### src/omc_params.svh
`ifndef OMC_PARAMS_SVH
`define OMC_PARAMS_SVH

// Register byte offsets
`define OMC_OFS_OPTS 8'h38
`define OMC_OFS_MPRI 8'h3C

// Reset values and bus answer
`define OMC_PSEL_RST 5'h06
`define OMC_RESP_OKAY 1'b0

// Address windows
`define OMC_BROM_LO 16'hBE00
`define OMC_BROM_HI 16'hBFFF
`define OMC_VEC_LO 16'hBFC0
`define OMC_VEC_HI 16'hBFFF

// Boot download
`define OMC_BOOT_ENTRY 16'h0080
`define OMC_BOOT_LAST 16'h037F
`define OMC_BOOT_MAX 10'h300
`define OMC_IDLE_CHARS 3'h4

// Strobe high time: a quarter of the bus cycle, rounded down
`define OMC_CLK_NS 8
`define OMC_ECLK_NS 64
`define OMC_STRB_HI_NS (`OMC_ECLK_NS / 4)
`define OMC_STRB_HI_RAW (`OMC_STRB_HI_NS / `OMC_CLK_NS)
`define OMC_STRB_HI_CYC ((`OMC_STRB_HI_RAW < 1) ? 1 : `OMC_STRB_HI_RAW)

// Auxiliary clock: crystal rising edges per half period
`define OMC_XDIV_H4 3'h2
`define OMC_XDIV_H6 3'h3
`define OMC_XDIV_H8 3'h4

`endif

### src/omc_pkg.sv
package omc_pkg;

   typedef enum logic [1:0] {
      omc_md_single = 2'h0,
      omc_md_expand = 2'h1,
      omc_md_boot = 2'h2,
      omc_md_test = 2'h3
   } omc_mode_e;

   typedef enum logic [1:0] {
      omc_bl_idle = 2'h0,
      omc_bl_load = 2'h1,
      omc_bl_done = 2'h2
   } omc_bl_e;

   typedef struct packed {
      logic boot_rom_enable;
      logic special_mode_flag;
      logic mode_select_a_flag;
      logic [4:0] psel;
   } omc_mpri_s;

   typedef struct packed {
      logic strobe_drive_high;
      logic portc_open_drain;
      logic rsvd;
      logic read_visibility_or_eclk_gate;
      logic spi_low_bit_first;
      logic spi_rate_bit_two;
      logic [1:0] aux_clock_divider;
   } omc_opts_s;

endpackage

### src/omc_clk_div.sv
`timescale 1ns/1ps
`include "omc_params.svh"
module omc_clk_div
   import omc_pkg::*;
#(
   parameter int W = 3
) (
   // Clock and reset
   input wire logic clk_sys,
   input wire logic rst_b,
   // Crystal and divider select
   input wire logic crystal_input,
   input wire logic [1:0] div_sel,
   // Divided clock
   output logic aux_clock_output
);

   logic xtal_q_r;
   logic [W-1:0] cnt_r;
   logic [W-1:0] half;
   logic rise;

   assign rise = crystal_input && !xtal_q_r;

   always_comb begin
      unique case (div_sel)
         2'h1: half = W'(`OMC_XDIV_H4);
         2'h2: half = W'(`OMC_XDIV_H6);
         2'h3: half = W'(`OMC_XDIV_H8);
         2'h0: half = W'(1);
      endcase
   end

   always_ff @(posedge clk_sys or negedge rst_b) begin
      if (!rst_b) begin
         xtal_q_r <= 1'b0;
      end else begin
         xtal_q_r <= crystal_input;
      end
   end

   // Divide by one passes the crystal through, one cycle late
   always_ff @(posedge clk_sys or negedge rst_b) begin
      if (!rst_b) begin
         cnt_r <= '0;
         aux_clock_output <= 1'b0;
      end else if (div_sel == 2'h0) begin
         cnt_r <= '0;
         aux_clock_output <= crystal_input;
      end else if (rise) begin
         if (cnt_r >= half - W'(1)) begin
            cnt_r <= '0;
            aux_clock_output <= !aux_clock_output;
         end else begin
            cnt_r <= cnt_r + W'(1);
         end
      end
   end

endmodule // omc_clk_div

### src/omc_top.sv
`timescale 1ns/1ps
`include "omc_params.svh"
// Functional notes
// - Mode pins are latched into the mode flags as reset is released.
// - B1A0 single-chip, B1A1 expanded, B0A0 bootstrap, B0A1 special test.
// - Boot ROM bit resets set only in bootstrap; priority select resets 00110.
// - Boot ROM bit works only with special flag; writable only in special modes.
// - Boot ROM bit set maps the boot ROM at BE00..BFFF; clear removes it.
// - Mode flags always readable; freely writable in special modes.
// - In normal modes only the first mode-A write after reset counts.
// - Special flag, once cleared, cannot be set again until reset.
// - Boot ROM is mapped only while the boot ROM bit and the special flag are both set.
// - Bootstrap download ends at 037F or four idle characters; jump to 0080.
// - Special test removes ROM and fetches vectors externally at BFC0..BFFF.
// - Expanded mode drives address on B and F, data on C, and R/W.
// - Extended address lines 18..13 leave on port G only in expanded mode.
// - Single-chip mode has no external address or data bus.
// - Options bit 5 reads zero; other option bits except visibility reset zero.
// - Strobe only pulls low unless drive-high bit set; no effect without bus.
// - Visibility bit writable once in normal modes, anytime in special modes.
// - Visibility bit resets to one in special test, zero otherwise.
// - With bus modes, visibility bit puts internal read data on port C.
// - Without bus, visibility bit zero runs E out, one holds E low.
// - Divider codes 0..3 give crystal divided by 1, 4, 6, 8.
// - Software may change the mode by writing the mode flags.
module omc_top
   import omc_pkg::*;
#(
   parameter int STRB_HI_CYC = `OMC_STRB_HI_CYC
) (
   // Clock and reset
   input wire logic clk_sys,
   input wire logic rst_b,
   // AHB-Lite slave
   input wire logic hsel,
   input wire logic [31:0] haddr,
   input wire logic [1:0] htrans,
   input wire logic hwrite,
   input wire logic [2:0] hsize,
   input wire logic [31:0] hwdata,
   input wire logic hready,
   output logic hreadyout,
   output logic [31:0] hrdata,
   output logic hresp,
   // Mode pins and clocks
   input wire logic mode_pin_a,
   input wire logic mode_pin_b,
   input wire logic crystal_input,
   input wire logic e_clock,
   // CPU side
   input wire logic [15:0] cpu_addr,
   input wire logic [5:0] cpu_xaddr,
   input wire logic cpu_rd,
   input wire logic cpu_wr,
   input wire logic cpu_vec,
   input wire logic cpu_int_hit,
   input wire logic [7:0] cpu_wdata,
   input wire logic [7:0] cpu_int_rdata,
   input wire logic cpu_first_fetch,
   // Boot download monitor
   input wire logic ram_wr_pls,
   input wire logic [15:0] ram_wr_addr,
   input wire logic char_tick,
   // Mode and option state
   output logic boot_rom_enable,
   output logic special_mode_flag,
   output logic mode_select_a_flag,
   output logic [4:0] psel,
   output logic portc_open_drain,
   output logic spi_low_bit_first,
   output logic spi_rate_bit_two,
   // Memory map
   output logic brom_sel,
   output logic rom_off,
   output logic vec_ext,
   output logic boot_done,
   output logic [15:0] boot_jump,
   // Expansion bus pins
   output logic ext_bus_en,
   output logic [7:0] portb_out,
   output logic [7:0] portf_out,
   output logic [7:0] portc_out,
   output logic portc_oe_b,
   output logic rw_out,
   output logic [5:0] expansion_address,
   output logic expansion_address_en,
   // Strobe, E and auxiliary clock
   output logic first_instruction_strobe,
   output logic first_instruction_strobe_oe_b,
   output logic eclk_out,
   output logic aux_clock_output
);

   logic strap_done_r;
   omc_mpri_s mpri_r;
   omc_opts_s opts_r;
   logic mda_once_r;
   logic rvis_once_r;
   omc_mode_e mode;
   logic ap_take;
   logic [7:0] ap_addr_r;
   logic wr_pend_r;
   logic rd_pend_r;
   logic mp_wr;
   logic op_wr;
   logic [7:0] rd_mux;
   omc_mpri_s mp_wd;
   omc_opts_s op_wd;

   assign mode = omc_mode_e'({mpri_r.special_mode_flag, mpri_r.mode_select_a_flag});

   // Bus slave: writes take no wait, reads take one so that data come from a flop
   assign ap_take = hsel && htrans[1] && hready;
   assign mp_wr = wr_pend_r && (ap_addr_r == `OMC_OFS_MPRI);
   assign op_wr = wr_pend_r && (ap_addr_r == `OMC_OFS_OPTS);
   assign mp_wd = omc_mpri_s'(hwdata[7:0]);
   assign op_wd = omc_opts_s'(hwdata[7:0]);

   always_comb begin
      rd_mux = 8'h00;
      if (ap_addr_r == `OMC_OFS_MPRI) begin
         rd_mux = mpri_r;
      end else if (ap_addr_r == `OMC_OFS_OPTS) begin
         rd_mux = {opts_r[7:6], 1'b0, opts_r[4:0]};
      end
   end

   always_ff @(posedge clk_sys or negedge rst_b) begin
      if (!rst_b) begin
         ap_addr_r <= 8'h00;
         wr_pend_r <= 1'b0;
         rd_pend_r <= 1'b0;
         hreadyout <= 1'b1;
         hresp <= `OMC_RESP_OKAY;
      end else begin
         wr_pend_r <= ap_take && hwrite;
         rd_pend_r <= ap_take && !hwrite;
         hreadyout <= !(ap_take && !hwrite);
         hresp <= `OMC_RESP_OKAY;
         if (ap_take) begin
            ap_addr_r <= haddr[7:0];
         end
      end
   end

   always_ff @(posedge clk_sys or negedge rst_b) begin
      if (!rst_b) begin
         hrdata <= 32'h0000_0000;
      end else if (rd_pend_r) begin
         hrdata <= {24'h00_0000, rd_mux};
      end
   end

   // Pins are caught at the first edge after release, never under reset
   always_ff @(posedge clk_sys or negedge rst_b) begin
      if (!rst_b) begin
         strap_done_r <= 1'b0;
      end else begin
         strap_done_r <= 1'b1;
      end
   end

   // Mode and priority register
   always_ff @(posedge clk_sys or negedge rst_b) begin
      if (!rst_b) begin
         mpri_r <= '0;
      end else if (!strap_done_r) begin
         mpri_r.special_mode_flag <= !mode_pin_b;
         mpri_r.mode_select_a_flag <= mode_pin_a;
         mpri_r.boot_rom_enable <= !mode_pin_b && !mode_pin_a;
         mpri_r.psel <= `OMC_PSEL_RST;
      end else if (mp_wr) begin
         mpri_r.psel <= mp_wd.psel;
         if (mpri_r.special_mode_flag) begin
            mpri_r.boot_rom_enable <= mp_wd.boot_rom_enable;
            mpri_r.special_mode_flag <= mp_wd.special_mode_flag;
            mpri_r.mode_select_a_flag <= mp_wd.mode_select_a_flag;
         end else if (!mda_once_r) begin
            mpri_r.mode_select_a_flag <= mp_wd.mode_select_a_flag;
         end
      end
   end

   // Only normal-mode writes use up the single allowed write
   always_ff @(posedge clk_sys or negedge rst_b) begin
      if (!rst_b) begin
         mda_once_r <= 1'b0;
      end else if (mp_wr && !mpri_r.special_mode_flag) begin
         mda_once_r <= 1'b1;
      end
   end

   // Options register
   always_ff @(posedge clk_sys or negedge rst_b) begin
      if (!rst_b) begin
         opts_r <= '0;
      end else if (!strap_done_r) begin
         opts_r.read_visibility_or_eclk_gate <= !mode_pin_b && mode_pin_a;
      end else if (op_wr) begin
         opts_r.strobe_drive_high <= op_wd.strobe_drive_high;
         opts_r.portc_open_drain <= op_wd.portc_open_drain;
         opts_r.spi_low_bit_first <= op_wd.spi_low_bit_first;
         opts_r.spi_rate_bit_two <= op_wd.spi_rate_bit_two;
         opts_r.aux_clock_divider <= op_wd.aux_clock_divider;
         if (mpri_r.special_mode_flag || !rvis_once_r) begin
            opts_r.read_visibility_or_eclk_gate <= op_wd.read_visibility_or_eclk_gate;
         end
      end
   end

   always_ff @(posedge clk_sys or negedge rst_b) begin
      if (!rst_b) begin
         rvis_once_r <= 1'b0;
      end else if (op_wr && !mpri_r.special_mode_flag) begin
         rvis_once_r <= 1'b1;
      end
   end

   assign boot_rom_enable = mpri_r.boot_rom_enable;
   assign special_mode_flag = mpri_r.special_mode_flag;
   assign mode_select_a_flag = mpri_r.mode_select_a_flag;
   assign psel = mpri_r.psel;
   assign portc_open_drain = opts_r.portc_open_drain;
   assign spi_low_bit_first = opts_r.spi_low_bit_first;
   assign spi_rate_bit_two = opts_r.spi_rate_bit_two;

   // Memory map decode, one cycle behind the CPU address
   always_ff @(posedge clk_sys or negedge rst_b) begin
      if (!rst_b) begin
         brom_sel <= 1'b0;
         rom_off <= 1'b0;
         vec_ext <= 1'b0;
      end else begin
         brom_sel <= mpri_r.boot_rom_enable && mpri_r.special_mode_flag && cpu_rd
            && (cpu_addr >= `OMC_BROM_LO) && (cpu_addr <= `OMC_BROM_HI);
         rom_off <= (mode == omc_md_test);
         vec_ext <= (mode == omc_md_test) && cpu_vec
            && (cpu_addr >= `OMC_VEC_LO) && (cpu_addr <= `OMC_VEC_HI);
      end
   end

   // Expansion bus; special test keeps the bus so vectors can be fetched
   always_ff @(posedge clk_sys or negedge rst_b) begin
      if (!rst_b) begin
         ext_bus_en <= 1'b0;
         portb_out <= 8'h00;
         portf_out <= 8'h00;
         rw_out <= 1'b1;
         expansion_address <= 6'h00;
         expansion_address_en <= 1'b0;
      end else begin
         ext_bus_en <= mpri_r.mode_select_a_flag;
         portb_out <= mpri_r.mode_select_a_flag ? cpu_addr[15:8] : 8'h00;
         portf_out <= mpri_r.mode_select_a_flag ? cpu_addr[7:0] : 8'h00;
         rw_out <= mpri_r.mode_select_a_flag ? !cpu_wr : 1'b1;
         expansion_address_en <= (mode == omc_md_expand);
         expansion_address <= (mode == omc_md_expand) ? cpu_xaddr : 6'h00;
      end
   end

   always_ff @(posedge clk_sys or negedge rst_b) begin
      if (!rst_b) begin
         portc_out <= 8'h00;
         portc_oe_b <= 1'b1;
      end else if (mpri_r.mode_select_a_flag && cpu_wr && !cpu_int_hit) begin
         portc_out <= cpu_wdata;
         portc_oe_b <= 1'b0;
      end else if (mpri_r.mode_select_a_flag && opts_r.read_visibility_or_eclk_gate
                   && cpu_rd && cpu_int_hit) begin
         portc_out <= cpu_int_rdata;
         portc_oe_b <= 1'b0;
      end else begin
         portc_out <= 8'h00;
         portc_oe_b <= 1'b1;
      end
   end

   // E clock runs regardless of the bit whenever a bus exists
   always_ff @(posedge clk_sys or negedge rst_b) begin
      if (!rst_b) begin
         eclk_out <= 1'b0;
      end else begin
         eclk_out <= (!mpri_r.mode_select_a_flag && opts_r.read_visibility_or_eclk_gate)
            ? 1'b0 : e_clock;
      end
   end

   // Strobe pin: pulls low while active, optional short high drive afterwards
   logic lir_q_r;
   logic [3:0] hi_cnt_r;

   always_ff @(posedge clk_sys or negedge rst_b) begin
      if (!rst_b) begin
         lir_q_r <= 1'b0;
         hi_cnt_r <= 4'h0;
         first_instruction_strobe <= 1'b0;
         first_instruction_strobe_oe_b <= 1'b1;
      end else begin
         lir_q_r <= cpu_first_fetch;
         if (cpu_first_fetch) begin
            hi_cnt_r <= 4'h0;
            first_instruction_strobe <= 1'b0;
            first_instruction_strobe_oe_b <= 1'b0;
         end else if (lir_q_r && opts_r.strobe_drive_high
                      && mpri_r.mode_select_a_flag) begin
            hi_cnt_r <= 4'(STRB_HI_CYC);
            first_instruction_strobe <= 1'b1;
            first_instruction_strobe_oe_b <= 1'b0;
         end else if (hi_cnt_r > 4'h1) begin
            hi_cnt_r <= hi_cnt_r - 4'h1;
         end else begin
            hi_cnt_r <= 4'h0;
            first_instruction_strobe <= 1'b0;
            first_instruction_strobe_oe_b <= 1'b1;
         end
      end
   end

   // Download monitor; the loader itself runs as firmware from the boot ROM
   omc_bl_e bl_st_r;
   logic [9:0] bl_bytes_r;
   logic [2:0] bl_idle_r;
   logic bl_last;

   assign bl_last = ram_wr_pls && (ram_wr_addr == `OMC_BOOT_LAST);

   always_ff @(posedge clk_sys or negedge rst_b) begin
      if (!rst_b) begin
         bl_st_r <= omc_bl_idle;
         bl_bytes_r <= 10'h000;
         bl_idle_r <= 3'h0;
         boot_done <= 1'b0;
         boot_jump <= 16'h0000;
      end else begin
         unique case (bl_st_r)
            omc_bl_idle: begin
               if (mode == omc_md_boot && ram_wr_pls) begin
                  bl_bytes_r <= 10'h001;
                  bl_idle_r <= 3'h0;
                  bl_st_r <= bl_last ? omc_bl_done : omc_bl_load;
                  boot_done <= bl_last;
                  boot_jump <= bl_last ? `OMC_BOOT_ENTRY : 16'h0000;
               end
            end
            omc_bl_load: begin
               if (ram_wr_pls) begin
                  bl_bytes_r <= bl_bytes_r + 10'h001;
                  bl_idle_r <= 3'h0;
                  if (bl_last || (bl_bytes_r + 10'h001 == `OMC_BOOT_MAX)) begin
                     bl_st_r <= omc_bl_done;
                     boot_done <= 1'b1;
                     boot_jump <= `OMC_BOOT_ENTRY;
                  end
               end else if (char_tick) begin
                  bl_idle_r <= bl_idle_r + 3'h1;
                  if (bl_idle_r + 3'h1 == `OMC_IDLE_CHARS) begin
                     bl_st_r <= omc_bl_done;
                     boot_done <= 1'b1;
                     boot_jump <= `OMC_BOOT_ENTRY;
                  end
               end
            end
            omc_bl_done: begin
               boot_done <= 1'b1;
            end
            default: begin
               bl_st_r <= omc_bl_idle;
            end
         endcase
      end
   end

   omc_clk_div #(
      .W(3)
   ) u_div (
      .clk_sys(clk_sys),
      .rst_b(rst_b),
      .crystal_input(crystal_input),
      .div_sel(opts_r.aux_clock_divider),
      .aux_clock_output(aux_clock_output)
   );
endmodule // omc_top

### config.mk
export PLATFORM = sky130hd
export DESIGN_NAME = omc_top
export DESIGN_NICKNAME = d
export VERILOG_FILES = /design/src/omc_pkg.sv /design/src/omc_clk_div.sv /design/src/omc_top.sv
export VERILOG_INCLUDE_DIRS = /design/src
export SDC_FILE = /design/constraint.sdc
export NUM_CORES = 1
export LEC_CHECK = 0
export BUFFER_PORTS_ARGS = -buffer_cell sky130_fd_sc_hd__buf_2
export CAP_MARGIN = 20
export CORE_MARGIN = 2
export CORE_UTILIZATION = 45
export DETAILED_ROUTE_END_ITERATION = 12
export PLACE_DENSITY = 0.79
export REMOVE_ABC_BUFFERS = 1
export SLEW_MARGIN = 20
export SYNTH_ARGS = -nofsm -noshare
export SYNTH_HDL_FRONTEND = slang
export SYNTH_SLANG_ARGS = --single-unit
### constraint.sdc
create_clock -name clk_sys -period 2.66 [get_ports clk_sys]
set_input_delay 0.532 -clock clk_sys [delete_from_list [all_inputs] [get_ports clk_sys]]
set_output_delay 0.532 -clock clk_sys [all_outputs]
set_load 0.01 [all_outputs]
Yosys cells after proc, flatten, opt, wreduce, memory -nomap -nowiden

Cells that the tools add are included.

Word-level logic and storage cells: 196
Memory bits (writable): 0
Memories: 0
ROM bits: 0
Register bits after elaboration: 119
Output and inout bits: 103
Bits in latches: 0

Div/mod/pow operators: 0
Mux-type cells: 62
Magnitude comparators: 5
Bitwise logic cells: 1
Reductions and logical operators: 57
Shift-type cells: 0
$add $sub $neg: 5
Equality and inequality tests: 24
Multipliers: 0

Operator list:

| cell                    | number |
|---|---|
| $mux W16                | 5 |
| $mux W8                 | 9 |
| $ge A16 B16 Y1 const B  | 2 |
| $pmux W16 S2            | 1 |
| $logic_and A1 B1 Y1     | 28 |
| $mux W1                 | 22 |
| $mux W10                | 2 |
| $pmux W10 S2            | 1 |
| $mux W3                 | 6 |
| $eq A16 B10 Y1 const B  | 1 |
| $eq A8 B6 Y1 const B    | 2 |
| $le A16 B16 Y1 const B  | 1 |
| $ne A3 B3 Y1 const B    | 5 |
| $reduce_and A5 Y1       | 3 |
| $mux W2                 | 7 |
| $mux W4                 | 3 |
| $pmux W3 S4             | 1 |
| $logic_not A1 Y1        | 11 |
| $add A10 B1 Y10 const B | 1 |
| $eq A10 B10 Y1 const B  | 1 |
| $eq A2 B2 Y1 const B    | 5 |
| $reduce_and A2 Y1       | 5 |
| $ne A2 B1 Y1 const B    | 4 |
| $add A3 B1 Y3 const B   | 2 |
| 18 further kinds        | 26 |

Logic depth before layout (Yosys ltp)

Depth in word-level cells: 7
Depth in mapped cells: 9

By module

From an unflattened synthesis, not the netlist that was laid out.

Cell total of the unflattened synthesis: 454
Area total of the unflattened synthesis: 4867.2 µm²

Modules (own cells, without submodules):

| module      | times used | sequential area each (µm²) | cells each | area each (µm²) |
|---|---|---|---|---|
| omc_top     | 1          | 2482.4                     | 419        | 4554.4 |
| omc_clk_div | 1          | 125.1                      | 35         | 312.8 |

Least setup slack after synthesis

OpenSTA, ideal clock, no wires.

Path kind: reg-to-reg
From: reg ap_addr_r[6]
To: reg, netlist name mode_select_a_flag
Stages on the path, launching flop included: 7
Clock period less this slack: 1876 ps
Setup time: 135 ps
Arrival time: 1741 ps
Path slack: 784 ps
Buffers on the path: 0
Path through: dfrtp_1 or4b_4 nor4_4 nand2_2 a21oi_1 mux2i_1 a21oi_1

Cells in the longest elaborated chain, start to end: 4

RTL lines:

| what                               | line           | text |
|---|---|---|
| start: declaration                 | omc_top.sv:101 | `logic [7:0] ap_addr_r;` |
| start signal: assignment           | omc_top.sv:141 | `ap_addr_r <= haddr[7:0];` |
| $eq A8 B6 Y1 (no source line)      | -              |  |
| $logic_and A1 B1 Y1                | omc_top.sv:114 | `` assign mp_wr = wr_pend_r && (ap_addr_r == `OMC_OFS_MPRI); `` |
| $ne A2 B1 Y1 (no source line)      | -              |  |
| $reduce_and A2 Y1 (no source line) | -              |  |

No other way between the ends.
A chain may end at the register's enable or synchronous reset.

Final worst setup path

From: reg bl_bytes_r[3]
To: reg bl_st_r[1]

Cells in the longest elaborated chain, start to end: 5

RTL lines:

| what                               | line           | text |
|---|---|---|
| start: declaration                 | omc_top.sv:321 | `logic [9:0] bl_bytes_r;` |
| start signal: assignment           | omc_top.sv:347 | `bl_bytes_r <= bl_bytes_r + 10'h001;` |
| $add A10 B1 Y10                    | omc_top.sv:349 | `` if (bl_last \|\| (bl_bytes_r + 10'h001 == `OMC_BOOT_MAX)) begin `` |
| $eq A10 B10 Y1 (no source line)    | -              |  |
| $logic_or A1 B1 Y1                 | omc_top.sv:349 |  |
| $ne A3 B3 Y1 (no source line)      | -              |  |
| $reduce_and A5 Y1 (no source line) | -              |  |
| end signal: assignment             | omc_top.sv:350 | `bl_st_r <= omc_bl_done;` |
| end signal: assignment             | omc_top.sv:357 | `bl_st_r <= omc_bl_done;` |
| end signal: assignment             | omc_top.sv:367 | `bl_st_r <= omc_bl_idle;` |
| end: declaration                   | omc_top.sv:320 | `omc_bl_e bl_st_r;` |

No other way between the ends.

==> flow_summary.yaml <==
power_and_ir_drop:
  power.density_mw_per_mm2: 710
  static-leakage-power_nw: 3.01
  fin_total_pwr_w: 0.00418
  vdd_ir_drop_max_uv: 421
yosys:
  synthDominantAreaCellType: "sky130_fd_sc_hd__dfrtp_1"
  synth_compound_gate_area_share: 0.117
  yosys_register_bits: 104
  dominant_combinational_cell_family_by_area_after_synthesis: "simple AND/OR/NAND/NOR gates"
  post_synth.cell_area_avg_um2: 10.7
  post_synth_mux_area_share: 0.0408
  synth_seq_area_share: 0.532
  synth_area_leaders: "sky130_fd_sc_hd__dfrtp_1 51%, sky130_fd_sc_hd__buf_4 6.1%, sky130_fd_sc_hd__ha_1 3.8%"
  yosys_most_used_dff: "sky130_fd_sc_hd__dfrtp_1"
  synth.most_common_cell: "sky130_fd_sc_hd__dfrtp_1"
  synthesized_netlist_cell_count: 459
  synth_area_in_adders: 0.0383
  yosys.area_share.xor_xnor: 0.0125
  post-synth-top-area-fraction: 0.510
  async_reset_ff_frac: 1.00
  synth_area_mm2: 0.00490
  post_synth_edffs: 0
  leading_post_synthesis_cells_by_instance_count: "100 x sky130_fd_sc_hd__dfrtp_1, 40 x sky130_fd_sc_hd__buf_4, 33 x sky130_fd_sc_hd__nor2_1"
  synthSimpleGateAreaFrac: 0.167
  yosys_warns: 0
  netlist-cell-type-count: 52
die:
  initial_standard_cell_utilization_of_the_core: 0.456
  pin_count: 242
  die_area_mm2: 0.0117
  floorplan.die.height_um: 108
  core.rowCount: 38
  dieWidth_um: 108
  core_mm2: 0.0107
sta:
  timing_max_transition_violations_final: 0
  final.setup.tns_ns: 0
  min_period_ns: 2.11
  slew_at_the_pin_with_the_worst_max_slew_slack_ns: 0.621
  fmax_ghz: 0.474
  final-hold-violation-count: 0
  maximum_clock_skew_at_final_layout_ns: 0.00907
  rsz0062_at_grt: "no"
  report.final.setup_viol: 0
  maxSlewHeadroom: 0.585
  fin_crit_sh: 0.793
critical_path:
  critical_path_cell_count: 6
  worst_path_arrival_ns: 2.39
  worst-r2r-cell-count: 6
  worstSetupPathType: "reg2reg"
  cp_slowest_stage_delay_ns: 0.53
  critPathTopFamily: "compound AO/OA/AOI/OAI gates"
  worst-path-max-fanout: 11
  cp_cell_sequence: "and4_1 -> nand4_1 -> a221oi_1 -> a211oi_1 -> nor3_1 -> a2bb2oi_1"
  type_of_origin_of_the_critical_path: "register"
  cp_num_buf_inv: 0
  timing.critical_path.required_ns: 2.94
  crit_end_element: "register"
  worst_path_max_delay_cell: "sky130_fd_sc_hd__dfrtp_1"
global_routing:
  first_global_vias: 3674
  overflow: 0
  grt_antenna_before_repair: 0
  pin_count_of_the_biggest_net_entering_global_routing: 55
  gr-usage-all-layers: 0.182
  wire_length_of_the_first_global_routing_pass_mm: 17.1
finish:
  final_cell_area_mm2: 0.00589
  antenna_cells: 0
  layout.core_utilization: 0.548
  drive_above_1_share: 0.321
  final_net_count: 760
  syn_to_final_growth_pct: 20.1
placement:
  dpl.hpwl_mm: 8.01
  numPortBuffers: 149
  placed_area_mm2: 0.00565
  gp_congestion: 0.833
clocking:
  cts-buffers-inserted: 9
  cts.sinks: 104
  number_of_instances_resized_during_post_cts_repair: 0
  htree_levels: 3
  clkLatencyLatePin_ns: 0.35
  clk_transition_reported_paths_ns: 0.10
  clock_tree_from_tritoncts: "built"
  holdBufCountCts: 0
  cts_max_path_buffers: 2
  cts_post_setup_buffers_inserted: 0
  root_buffer: "sky130_fd_sc_hd__clkbuf_8"
run_status:
  status: "finished, final reports clean"
routing:
  detail_route.iter0.violations: 227
  via_per_inst: 5.06
  routed_wirelength_mm: 10.6
  route.antenna.remaining_nets: 0
  drc: 0
  post_drt_wl_per_cell_um: 14.2
  drt-pass1-iter-count: 4
  route.vias.total: 3798
flow_run:
  drv_cap: 0
hold_path:
  min-delay-path-class: "in2async"
==> where the power goes <==
group          switching [W]  internal, W  total, W  leakage [nW]
logic               0.000598     0.000477   0.00107          1.57
registers           0.000171      0.00180   0.00197          1.31
clock network       0.000545     0.000591   0.00114         0.121
total                0.00131      0.00287   0.00418          3.01
==> area by class of cell <==
type,count,area (µm²)
clock buffers,11,151
flip-flops and latches,104,2610
well taps,140,175
fillers,957,4860
multi-input cells,318,2000
inverters,19,71.3
repair buffers,154,798
clock inverters,5,86.3
==> path summary, 6_finish.rpt <==
path / startpoint / endpoint / slack [ns]
hold reg to reg: rvis_once_r / rvis_once_r / 0.49
setup reg to reg: bl_bytes_r[3] / bl_st_r[1] / 0.55
setup / recovery: bl_bytes_r[3] / bl_st_r[1] / 0.55
hold / removal: rst_b / expansion_address[1] / 0.13
min in group clk_sys: crystal_input / u_div.xtal_q_r / 0.31
max in group asynchronous: rst_b / portc_oe_b / 1.79
==> layer usage <==
metal	part of all wire	global-route usage
met2	0.50	0.320
met1	0.41	0.218
met3	0.073	0.0458
met4	0.010	0.0568
met5	0	0
==> cell families (layout without fill, tap and decap cells) <==
| logic type | after synthesis | after routing |
|---|---|---|
| compound gates | 86 | 86 |
| mux | 18 | 18 |
| other cells | 2 | 41 |
| simple gates | 151 | 151 |
| buf+inv | 76 | 189 |
| fa+ha+maj | 15 | 15 |
| xor+xnor | 7 | 7 |
| flops | 104 | 104 |
==> cells in the final DEF, fill, tap and decap left out, types with 4 or more instances in the layout <==
| master | count |
|---|---|
| sky130_fd_sc_hd__xor2_1 | 4 |
| sky130_fd_sc_hd__and3_1 | 8 |
| sky130_fd_sc_hd__inv_1 | 19 |
| sky130_fd_sc_hd__o31ai_1 | 6 |
| sky130_fd_sc_hd__dfstp_2 | 4 |
| sky130_fd_sc_hd__a21boi_0 | 4 |
| sky130_fd_sc_hd__dfrtp_1 | 100 |
| sky130_fd_sc_hd__a22o_1 | 9 |
| sky130_fd_sc_hd__a22oi_1 | 7 |
| sky130_fd_sc_hd__nor3_1 | 11 |
| sky130_fd_sc_hd__nor2b_1 | 6 |
| sky130_fd_sc_hd__nor2_1 | 33 |
| sky130_fd_sc_hd__o21ai_0 | 19 |
| sky130_fd_sc_hd__buf_4 | 5 |
| sky130_fd_sc_hd__and2_1 | 16 |
| sky130_fd_sc_hd__nand2_1 | 31 |
| sky130_fd_sc_hd__o21a_1 | 4 |
| sky130_fd_sc_hd__buf_2 | 148 |
| sky130_fd_sc_hd__ha_1 | 15 |
| sky130_fd_sc_hd__nand4_1 | 10 |
| sky130_fd_sc_hd__nand3_1 | 16 |
| sky130_fd_sc_hd__clkbuf_8 | 11 |
| sky130_fd_sc_hd__nand2b_1 | 4 |
| sky130_fd_sc_hd__mux2_2 | 16 |
| sky130_fd_sc_hd__conb_1 | 41 |
| sky130_fd_sc_hd__a21oi_1 | 16 |
==> state kept, by name, indices dropped and copies added, names as in the netlist, 2 cells and up <==
name               cells
bl_bytes_r            10
ap_addr_r              8
hrdata                 8
portb_out              8
portc_out              8
portf_out              8
expansion_address      6
psel                   5
hi_cnt_r               4
opts_r                 4
bl_idle_r              3
u_div.cnt_r            3
bl_st_r                2
==> per-stage QoR <==
step / hold slack, ns / instances / setup WS [ns]
global route: 0.140 / 751 / 0.342
CTS: 0.137 / 751 / 0.556
global placement: 0.450 / 735 / 0.689
finish: 0.132 / 751 / 0.551
detailed placement: 0.455 / 735 / 0.578
floorplan: 0.236 / 441 / 0.518
(Power assumes the default switching activity.)
